==> src/logic/wss_params.svh <==
// Register offsets, field positions, reset values and timing figures of the slot sequencer.
`ifndef WSS_PARAMS_SVH
`define WSS_PARAMS_SVH
`define WSS_SLOT_FIRST    8'h0F
`define WSS_SLOT_LAST     8'h16
`define WSS_SLOT_FOUR     8'h12
`define WSS_SLOT_FIVE     8'h13
`define WSS_MODE_BIT      7
`define WSS_FIELD_MSB     6
`define WSS_SLOT_RESET    8'h00
`define WSS_STOP_INDEX    7'h00
`define WSS_UNMAPPED_READ 8'h00
`define WSS_FIRST_SLOT    3'h0
`define WSS_LAST_SLOT     3'h7
`define WSS_PAUSE_STEP_MS 10
`define WSS_CLK_KHZ       10000
`endif

==> src/logic/wss_pkg.sv <==
// Types shared by the slot sequencer files.
`include "wss_params.svh"
package wss_pkg;
  typedef struct packed {
    logic [7:0] addr;
    logic [7:0] wdata;
    logic       wr;
    logic       rd;
  } wss_bus_req_t;

  typedef enum logic [2:0] {S_IDLE, S_FETCH, S_DECODE, S_PLAY, S_PAUSE} wss_state_t;
endpackage

==> src/logic/wss_slot_mem.sv <==
// Eight-byte slot store with one write port and two registered read ports.
`timescale 1ns/100ps
`include "wss_params.svh"
module wss_slot_mem
  import wss_pkg::*;
#(
  parameter int WIDTH = 8,
  parameter int DEPTH = 8,
  parameter int AW    = 3
) (
  input  wire logic             clk,      // Core clock.
  input  wire logic             resetn,   // Asynchronous reset, active low.
  input  wire logic             wr_en,    // Write strobe.
  input  wire logic [AW-1:0]    wr_addr,  // Write slot.
  input  wire logic [WIDTH-1:0] wr_data,  // Write data.
  input  wire logic             a_en,     // Bus read strobe.
  input  wire logic             a_hit,    // Bus read lands on a slot.
  input  wire logic [AW-1:0]    a_addr,   // Bus read slot.
  output logic      [WIDTH-1:0] a_data,   // Bus read data, one cycle later.
  input  wire logic             b_en,     // Sequencer read strobe.
  input  wire logic [AW-1:0]    b_addr,   // Sequencer read slot.
  output logic      [WIDTH-1:0] b_data    // Sequencer read data, one cycle later.
);
  logic [WIDTH-1:0] mem [DEPTH];
  logic [WIDTH-1:0] next_mem [DEPTH];
  logic [WIDTH-1:0] next_a_data;
  logic [WIDTH-1:0] next_b_data;

  always_comb begin
    for (int i = 0; i < DEPTH; i++) begin
      next_mem[i] = (wr_en && wr_addr == AW'(i)) ? wr_data : mem[i];
    end
    next_a_data = a_en ? (a_hit ? mem[a_addr] : WIDTH'(`WSS_UNMAPPED_READ)) : a_data;
    next_b_data = b_en ? mem[b_addr] : b_data;
  end

  always_ff @(posedge clk or negedge resetn) begin
    if (!resetn) begin
      for (int i = 0; i < DEPTH; i++) begin
        mem[i] <= WIDTH'(`WSS_SLOT_RESET);
      end
      a_data <= WIDTH'(`WSS_UNMAPPED_READ);
      b_data <= WIDTH'(`WSS_SLOT_RESET);
    end else begin
      for (int i = 0; i < DEPTH; i++) begin
        mem[i] <= next_mem[i];
      end
      a_data <= next_a_data;
      b_data <= next_b_data;
    end
  end
endmodule

==> src/logic/wss_sequencer.sv <==
// Waveform slot sequencer: slot registers, playback walk and timed pauses.
//
// The address-and-strobe port was chosen for this implementation.
`timescale 1ns/100ps
`include "wss_params.svh"
// What this block does
// - Mode bit set: slot field is a pause, no waveform is played.
// - Pause lasts ten milliseconds times the unsigned seven-bit field.
// - Mode bit clear: field bits six to zero select the library waveform.
// - Start command begins playback at the lowest slot address.
// - After a slot finishes, the next higher slot is processed if nonzero.
// - Sequence ends at the first zero slot or after all eight slots.
// - Waveform index zero stops the sequencer.
// - Mode bit and field are read/write and reset to zero.
module wss_sequencer
  import wss_pkg::*;
#(
  parameter int TICK_CYCLES = `WSS_PAUSE_STEP_MS * `WSS_CLK_KHZ
) (
  input  wire logic         clk,          // Core clock, 10 MHz.
  input  wire logic         resetn,       // Asynchronous reset, active low.
  input  wire wss_bus_req_t bus,          // Register bus request.
  output logic        [7:0] rdata,        // Register read data, cycle after read.
  input  wire logic         start,        // Start command pulse.
  input  wire logic         slot_done,    // Playback engine finished a waveform.
  output logic        [6:0] play_index,   // Library waveform to play.
  output logic              play_strobe,  // One-cycle request to play play_index.
  output logic              seq_busy,     // Sequence in progress.
  output logic              pause_active, // Engine held idle by a pause slot.
  output logic              seq_end       // One-cycle pulse when a sequence ends.
);
  // ****************************************************************
  // Address decode
  // ****************************************************************
  function automatic logic slot_hit(input logic [7:0] a);
    return (a >= `WSS_SLOT_FIRST) && (a <= `WSS_SLOT_LAST);
  endfunction

  function automatic logic [2:0] slot_of(input logic [7:0] a);
    logic [7:0] d;
    d = a - `WSS_SLOT_FIRST;
    return d[2:0];
  endfunction

  wss_state_t  state;
  wss_state_t  next_state;
  logic [2:0]  ptr;
  logic [2:0]  next_ptr;
  logic [6:0]  pause_left;
  logic [6:0]  next_pause_left;
  logic [6:0]  next_play_index;
  logic        next_play_strobe;
  logic        next_seq_busy;
  logic        next_pause_active;
  logic        next_seq_end;
  logic        seq_rd_en;
  logic [7:0]  seq_data;
  logic [31:0] tick_cnt;
  logic [31:0] next_tick_cnt;
  logic        tick;
  logic [6:0]  field;

  assign field = seq_data[`WSS_FIELD_MSB:0];

  wss_slot_mem #(.WIDTH(8), .DEPTH(8), .AW(3)) u_mem (
    .clk     (clk),
    .resetn  (resetn),
    .wr_en   (bus.wr && slot_hit(bus.addr)),
    .wr_addr (slot_of(bus.addr)),
    .wr_data (bus.wdata),
    .a_en    (bus.rd),
    .a_hit   (slot_hit(bus.addr)),
    .a_addr  (slot_of(bus.addr)),
    .a_data  (rdata),
    .b_en    (seq_rd_en),
    .b_addr  (ptr),
    .b_data  (seq_data)
  );

  // ****************************************************************
  // Pause tick
  // ****************************************************************
  // The counter only runs inside a pause so every pause starts on a whole step.
  assign tick = (tick_cnt == 32'(TICK_CYCLES - 1));

  always_comb begin
    next_tick_cnt = 32'h0;
    if (state == S_PAUSE && !tick) begin
      next_tick_cnt = tick_cnt + 32'h1;
    end
  end

  always_ff @(posedge clk or negedge resetn) begin
    if (!resetn) begin
      tick_cnt <= 32'h0;
    end else begin
      tick_cnt <= next_tick_cnt;
    end
  end

  // ****************************************************************
  // Slot walk
  // ****************************************************************
  always_comb begin
    next_state        = state;
    next_ptr          = ptr;
    next_pause_left   = pause_left;
    next_play_index   = play_index;
    next_play_strobe  = 1'b0;
    next_seq_busy     = seq_busy;
    next_pause_active = pause_active;
    next_seq_end      = 1'b0;
    seq_rd_en         = 1'b0;
    unique case (state)
      S_IDLE: begin
        if (start) begin
          next_ptr      = `WSS_FIRST_SLOT;
          next_state    = S_FETCH;
          next_seq_busy = 1'b1;
        end
      end
      S_FETCH: begin
        seq_rd_en  = 1'b1;
        next_state = S_DECODE;
      end
      S_DECODE: begin
        if (seq_data[`WSS_MODE_BIT]) begin
          next_pause_left   = field;
          next_pause_active = 1'b1;
          next_state        = S_PAUSE;
        end else if (field == `WSS_STOP_INDEX) begin
          next_state    = S_IDLE;
          next_seq_busy = 1'b0;
          next_seq_end  = 1'b1;
        end else begin
          next_play_index  = field;
          next_play_strobe = 1'b1;
          next_state       = S_PLAY;
        end
      end
      S_PLAY, S_PAUSE: begin
        if (state == S_PAUSE && pause_left != 7'h00) begin
          if (tick) begin
            next_pause_left = pause_left - 7'h1;
          end
        end else if (state == S_PAUSE || slot_done) begin
          next_pause_active = 1'b0;
          if (ptr == `WSS_LAST_SLOT) begin
            next_state    = S_IDLE;
            next_seq_busy = 1'b0;
            next_seq_end  = 1'b1;
          end else begin
            next_ptr   = ptr + 3'h1;
            next_state = S_FETCH;
          end
        end
      end
    endcase
  end

  always_ff @(posedge clk or negedge resetn) begin
    if (!resetn) begin
      state        <= S_IDLE;
      ptr          <= `WSS_FIRST_SLOT;
      pause_left   <= 7'h00;
      play_index   <= 7'h00;
      play_strobe  <= 1'b0;
      seq_busy     <= 1'b0;
      pause_active <= 1'b0;
      seq_end      <= 1'b0;
    end else begin
      state        <= next_state;
      ptr          <= next_ptr;
      pause_left   <= next_pause_left;
      play_index   <= next_play_index;
      play_strobe  <= next_play_strobe;
      seq_busy     <= next_seq_busy;
      pause_active <= next_pause_active;
      seq_end      <= next_seq_end;
    end
  end

  // ****************************************************************
  // Checks
  // ****************************************************************
  logic [31:0] pause_cyc;
  logic [6:0]  pause_len;

  always_ff @(posedge clk or negedge resetn) begin
    if (!resetn) begin
      pause_cyc <= 32'h0;
      pause_len <= 7'h00;
    end else begin
      pause_cyc <= (state == S_PAUSE) ? pause_cyc + 32'h1 : 32'h0;
      if (state == S_DECODE) begin
        pause_len <= field;
      end
    end
  end
endmodule

==> config.mk <==
export PLATFORM = sky130hd
export DESIGN_NAME = wss_sequencer
export DESIGN_NICKNAME = d
export VERILOG_FILES = /design/src/logic/wss_pkg.sv /design/src/logic/wss_slot_mem.sv /design/src/logic/wss_sequencer.sv
export VERILOG_INCLUDE_DIRS = /design/src /design/src/logic
export SDC_FILE = /design/constraint.sdc
export NUM_CORES = 1
export LEC_CHECK = 0
export ABC_AREA = 1
export BUFFER_PORTS_ARGS = -buffer_cell sky130_fd_sc_hd__clkbuf_2
export CAP_MARGIN = 20
export CORE_MARGIN = 1
export CORE_UTILIZATION = 45
export DETAILED_ROUTE_END_ITERATION = 12
export PLACE_DENSITY = 0.59
export SETUP_SLACK_MARGIN = 0.15
export SYNTH_ARGS = -nofsm -noshare
export SYNTH_HDL_FRONTEND = slang
export SYNTH_SLANG_ARGS = --single-unit
==> constraint.sdc <==
create_clock -name clk -period 4.65 [get_ports clk]
set_input_delay 0.6975 -clock clk [delete_from_list [all_inputs] [get_ports clk]]
set_output_delay 0.6975 -clock clk [all_outputs]
set_load 0.05 [all_outputs]
==> results of run 1 <==
## metal layers
metal,up-vias,part of all wire
met5,-,0
met4,0,0.023
met3,24,0.046
met2,188,0.48
met1,3190,0.45
li1,3434,-
## through the flow
| step | power, uW | worst slack [ns] |
|---|---|---|
| 5_1_grt | 4200 | 1.69 |
| 3_5_place_dp | 2570 | 1.51 |
| 6_report | 3960 | 1.92 |
| 2_1_floorplan | 2290 | 2.35 |
| 4_1_cts | 3980 | 1.95 |
| 3_3_place_gp | 2560 | 1.55 |
## area by class of cell
| cell class | count | area (sq um) | share of cell area |
|---|---|---|---|
| Clock buffer | 18 | 429 | 0.0494 |
| Sequential cell | 136 | 3400 | 0.391 |
| Tap cell | 220 | 275 | 0.0317 |
| Clock inverter | 14 | 175 | 0.0201 |
| Inverter | 98 | 368 | 0.0423 |
| Multi-Input combinational cell | 778 | 3780 | 0.435 |
| Timing Repair Buffer | 47 | 259 | 0.0298 |
## placed cells by master, fill, tap and decap left out, types with 3 or more instances in the layout
cell type   netlist  layout
ha_1             10      10
nand4_1           7       7
nand2_1         330     330
nor3_2            3       3
o211ai_1         17      17
dfrtp_1         136     136
a21oi_1          21      21
o21ai_1          56      56
buf_4             4       7
nand3_2           4       4
clkbuf_2          0      39
nand4_4           8       8
clkinvlp_4        0       3
nand2_2           8       8
nand3_1          73      73
inv_1            98      98
nor2_1          134     134
o21ai_2          16      16
o21ai_0          52      52
nor2_2            3       3
bufinv_16         0       3
nor2_4            4       4
xor2_1           12      12
nor3_1           10      10
clkbuf_16         0      17
xnor2_1           3       3
clkinv_4          0       4
## logic make-up (layout without fill, tap and decap cells)
| kind of cell | after synthesis | after routing | synth area share |
|---|---|---|---|
| simple gates | 589 | 589 | 0.332 |
| compound gates | 164 | 164 | 0.119 |
| buf+inv | 138 | 177 | 0.0809 |
| flops | 136 | 136 | 0.435 |
| xor+xnor | 15 | 15 | 0.0168 |
| fa+ha+maj | 10 | 10 | 0.0160 |
## power by group through the flow
stage / Combinational (uW) / Sequential, uW / Clock [uW]
2_1_floorplan: 737 / 1560 / 0
3_3_place_gp: 1100 / 1470 / 0
3_5_place_dp: 1110 / 1470 / 0
4_1_cts: 1110 / 1450 / 1420
5_1_grt: 1270 / 1470 / 1470
6_report: 1110 / 1450 / 1400
## Yosys cell counts, types with 2 or more instances
library cell and count:
nor2_2 3, o21ai_2 16, o21ai_0 52, dfrtp_1 136
nor3_1 10, nand3_2 4, nand4_1 7, inv_1 98
buf_6 10, nor3_2 3, nand2_4 2, xnor2_1 3
buf_4 4, nor2_1 134, nand3_1 73, nor2_4 4
clkbuf_1 14, nand4_4 8, nand3b_1 2, o21ai_1 56
ha_1 10, xor2_1 12, nand2_2 8, buf_2 11
o211ai_1 17, a21oi_1 21, nand2_1 330
## sequential cells by signal, summed over array words and instances (netlist names)
register,flops
play_index,7
play_strobe,1
pause_active,1
u_mem.a_data,8
pause_left,7
u_mem.b_data,8
seq_end,1
seq_busy,1
u_mem.mem,64
state,3
tick_cnt,32
ptr,3
## worst paths after layout
check                                          start  slack [ns]                           to
setup / recovery                             bus[10]        1.92  u_mem.a_data[3]$_DFFE_PN0P_
hold / removal                                resetn        0.28       tick_cnt[24]$_DFF_PN0_
setup reg to reg                  ptr[0]$_DFFE_PN0P_        2.59  u_mem.b_data[6]$_DFFE_PN0P_
hold reg to reg            pause_left[0]$_DFFE_PN0P_        0.48    pause_left[0]$_DFFE_PN0P_
max in group asynchronous                     resetn        3.40    u_mem.mem[22]$_DFFE_PN0P_
min in group clk           pause_left[0]$_DFFE_PN0P_        0.48    pause_left[0]$_DFFE_PN0P_
==> flow_summary.ini, run 1 <==
[run_status]
status = finished clean

[route]
drc_errors = 0
first_pass_iters = 5
ant_nets = 0
via_per_inst = 5.21
via_count = 6836
drtIter0Drc = 590
drt_wl_total_um = 20500
wire_per_inst_um = 15.6

[timing]
setup_viol = 0
worst-slew-pin-transition_ns = 0.975
max_freq_ghz = 0.366
tns_ns = 0
fin_skew_ns = 0.0136
report.final.slew_viol_count = 0
min_period_ns = 2.73
slew_headroom = 0.349
rsz0062_at_grt = false
finalCritPeriodShare = 0.588
whs_ns = 0.282
hold_violations = 0

[power_and_ir_drop]
power_density_nw_per_um2 = 455
p_clk_frac = 0.353
sw_frac_of_total = 0.368
leakagePower_uw = 0.00396
share_comb_of_total_power = 0.281
seqPwrFrac = 0.366
p_sw_uw = 1460
intPower_uw = 2500
ir_drop_uv = 308

[synth]
synth_top_area_cell = dfrtp_1
netlist_instances = 1052
synth-async-reset-ratio = 1.00
netlist_area_sq_um = 7820
synth-edff-count = 0
synth_top_area_frac = 0.435
ys_seq_area_frac = 0.435
synth_area_per_cell_sq_um = 7.43
syn-num-nets = 1084
ys_ff_latch = 136
yosysWarnings = 0
synthTopCellsByArea = dfrtp_1 (44%), nand2_1 (16%), nor2_1 (6.4%)
ys_types = 31
synthFlopType = dfrtp_1

[die]
coreArea_sq_um = 16800
dieWidth_um = 134
die-area_sq_um = 17900
dieHeight_um = 134
initial_core_util = 0.467
ios = 41
row_count = 47

[critical_path]
rr_worst_depth = 6
cp_slowest_cell = inv_1
cp-end-kind = flip-flop
cp.arrival_ns = 3.05
crit_family = buffers and inverters
crit_chain = clkbuf_2, inv_1, ha_1, inv_1, nand3_1, nand2_1, nand2_1, nand2_1, o21ai_1
crit_type = in2reg
cp_num_buf_inv = 3
required_ns = 4.96
critPathLaunchType = input port
crit_top_cell = nand2_1
slowest_delay_ns = 0.72
path_max_fanout = 29
crit_cells = 9

[global_route]
grt_pass1_wl_um = 33800
antenna_found_initial = 0
grt_overflow = 0
use_met3 = 0.0476
gr-usage-met1 = 0.327
top_usage_layer = met2
grtUsageTotal = 0.245
use_met2 = 0.397
grt_pass1_vias = 6410
grt_max_degree = 76

[place]
port_buffers = 40
post_dp_cell_area_sq_um = 8090
gp_congestion = 0.862
hpwl_um = 14000
dp_cells = 1279

[cts]
clock_path_buffers = 2
cts_resized = 0
cts_setup_buffers = 0
clkLatencyLatePin_ns = 0.43
cts.sinks = 136
cts_tree = done
root_buffer = clkbuf_16
cts_made_buffers = 17
ctsHtreeMaxLevel = 4
clk_pin_slew_worst_paths_ns = 0.06
cts-hold-fix-buffers = 0

[layout]
post-route-util = 0.519
final_cell_area_sq_um = 8690
syn_to_final_growth_pct = 11.2
drive_gt1_frac = 0.116
insertedDiodeCount = 0
fill_cells = 1672
instances_no_fill = 1311
nets = 1110

[run]
max_cap_viol_count = 0

[worst_hold_path]
hp-class = in2async
Note: power is estimated with default switching activity, not from simulation.
==> inputs of run 2 (changes only) <==
- clock period: 4.65 -> 2.8 ns (I/O delays scaled with it)
==> flow_summary.ini, run 2 (same netlist as run 1, synthesis figures left out) <==
[critical_path]
reg2reg_from = tick_cnt[0]$_DFF_PN0_
critPathLaunchType = flip-flop
cp.arrival_ns = 2.33
rr_worst_depth = 10
path_max_fanout = 36
cp_slowest_cell = dfrtp_1
crit_family = simple AND/OR/NAND/NOR gates
crit_top_cell = nand2_2
r2r_end = pause_left[1]$_DFFE_PN0P_
reg2reg_slack_ns = 0.78
slowest_delay_ns = 0.38
crit_type = reg2reg
cp_num_buf_inv = 0
cp-end-kind = flip-flop
required_ns = 3.11
crit_chain = ha_1, nand2_2, nor2_4, nand3_2, nor2_2, nand2_2, nand2_4, nand2_2, nand2_1, nand2_1

[cts]
cts_made_buffers = 17
cts.sinks = 136
ctsHtreeMaxLevel = 4
cts_setup_buffers = 0
clk_pin_slew_worst_paths_ns = 0.06
cts_resized = 0
clkLatencyLatePin_ns = 0.42
root_buffer = clkbuf_16
cts-hold-fix-buffers = 0
cts_tree = done
clock_path_buffers = 2

[power_and_ir_drop]
leakagePower_uw = 0.00397
power_density_nw_per_um2 = 748
ir_drop_uv = 468

[route]
via_per_inst = 5.12
ant_nets = 0
drt_wl_total_um = 20100
wire_per_inst_um = 15.3
first_pass_iters = 5
drtIter0Drc = 552
via_count = 6724
drc_errors = 0

[global_route]
grt_overflow = 0
grt_pass1_wl_um = 33300
grt_max_degree = 69
grtUsageTotal = 0.241
antenna_found_initial = 1
grt_pass1_vias = 6331

[layout]
top_register = u_mem.mem
most-common-layout-cells = nand2_1 (330), dfrtp_1 (136), nor2_1 (134)
reg_top3 = u_mem.mem: 64 flops, tick_cnt: 32 flops
drive_gt1_frac = 0.120
instances_no_fill = 1314
mostFrequentLayoutCell = nand2_1
nets = 1113
syn_to_final_growth_pct = 11.5
insertedDiodeCount = 0
largest_register_ffs = 64

[die]
row_count = 47
die-area_sq_um = 17900
coreArea_sq_um = 16800
initial_core_util = 0.467
ios = 41
dieHeight_um = 134
dieWidth_um = 134

[timing]
whs_ns = -0.000993
slew_headroom = 0.553
rsz0062_at_grt = false
worst-slew-pin-transition_ns = 0.671
finalCritPeriodShare = 0.721
report.final.slew_viol_count = 0
fin_skew_ns = 0.00782
max_freq_ghz = 0.496
min_period_ns = 2.02
setup_viol = 0
setup_slack_ns = 0.782
hold_violations = 1
tns_ns = 0

[place]
gp_congestion = 0.863
dp_cells = 1282
dp_slack_ns = 0.641
port_buffers = 40
hpwl_um = 14000

[run_status]
violations = hold timing
status = finished with violations

[run]
max_cap_viol_count = 0

[worst_hold_path]
hp-class = in2async
-- run 2: stage by stage --
step           power, uW  hold WS, ns  instance area (sq um)  utilization
3_5_place_dp        4290        0.464                   8130        0.485
3_3_place_gp        4280        0.456                   8130        0.485
6_report            6520    -0.000993                   8720        0.520
4_1_cts             6580       0.0340                   8720        0.520
5_1_grt             6930       0.0502                   8720        0.520
2_1_floorplan       3810        0.124                   7820            -
-- run 2: metal layers --
metal | wire length (um) | global-route usage
met1 | 9610 | 0.333
met3 | 810 | 0.0514
met5 | 10 | 0
met4 | 298 | 0.0669
met2 | 9340 | 0.381
-- run 2: how the worst max path moves through the flow --
stage                                        endpoint  slack [ns]  depth (start not counted)                  start
after floorplan           u_mem.a_data[0]$_DFFE_PN0P_        0.77                         12                bus[10]
after global placement      u_mem.mem[29]$_DFFE_PN0P_        0.66                          8                bus[11]
after detailed placement    u_mem.mem[19]$_DFFE_PN0P_        0.64                         10                bus[10]
after CTS                   pause_left[3]$_DFFE_PN0P_        0.75                         10  tick_cnt[0]$_DFF_PN0_
after global routing        pause_left[4]$_DFFE_PN0P_        0.54                         10  tick_cnt[0]$_DFF_PN0_
final                       pause_left[1]$_DFFE_PN0P_        0.78                         10  tick_cnt[0]$_DFF_PN0_
-- run 2: where the power goes --
part           total, uW  internal [uW]  switching (uW)
Sequential          2410           2210             198
Combinational       1850            535            1310
Clock               2270           1360             904
Total               6520           4110            2410
-- run 2: final cells by class --
| class | count | area [sq um] |
|---|---|---|
| timing repair buffer | 50 | 294 |
| tap | 220 | 275 |
| sequential | 136 | 3400 |
| fill | 1682 | 8040 |
| multi-input combinational | 778 | 3780 |
| clock buffer | 19 | 453 |
| clock inverter | 13 | 144 |
| inverter | 98 | 368 |
-- run 2: worst reg2reg max path, cell delays in order (launching register included) --
cell	delay, ns
dfrtp_1	0.38
ha_1	0.22
nand2_2	0.11
nor2_4	0.14
nand3_2	0.08
nor2_2	0.12
nand2_2	0.12
nand2_4	0.36
nand2_2	0.22
nand2_1	0.10
nand2_1	0.06
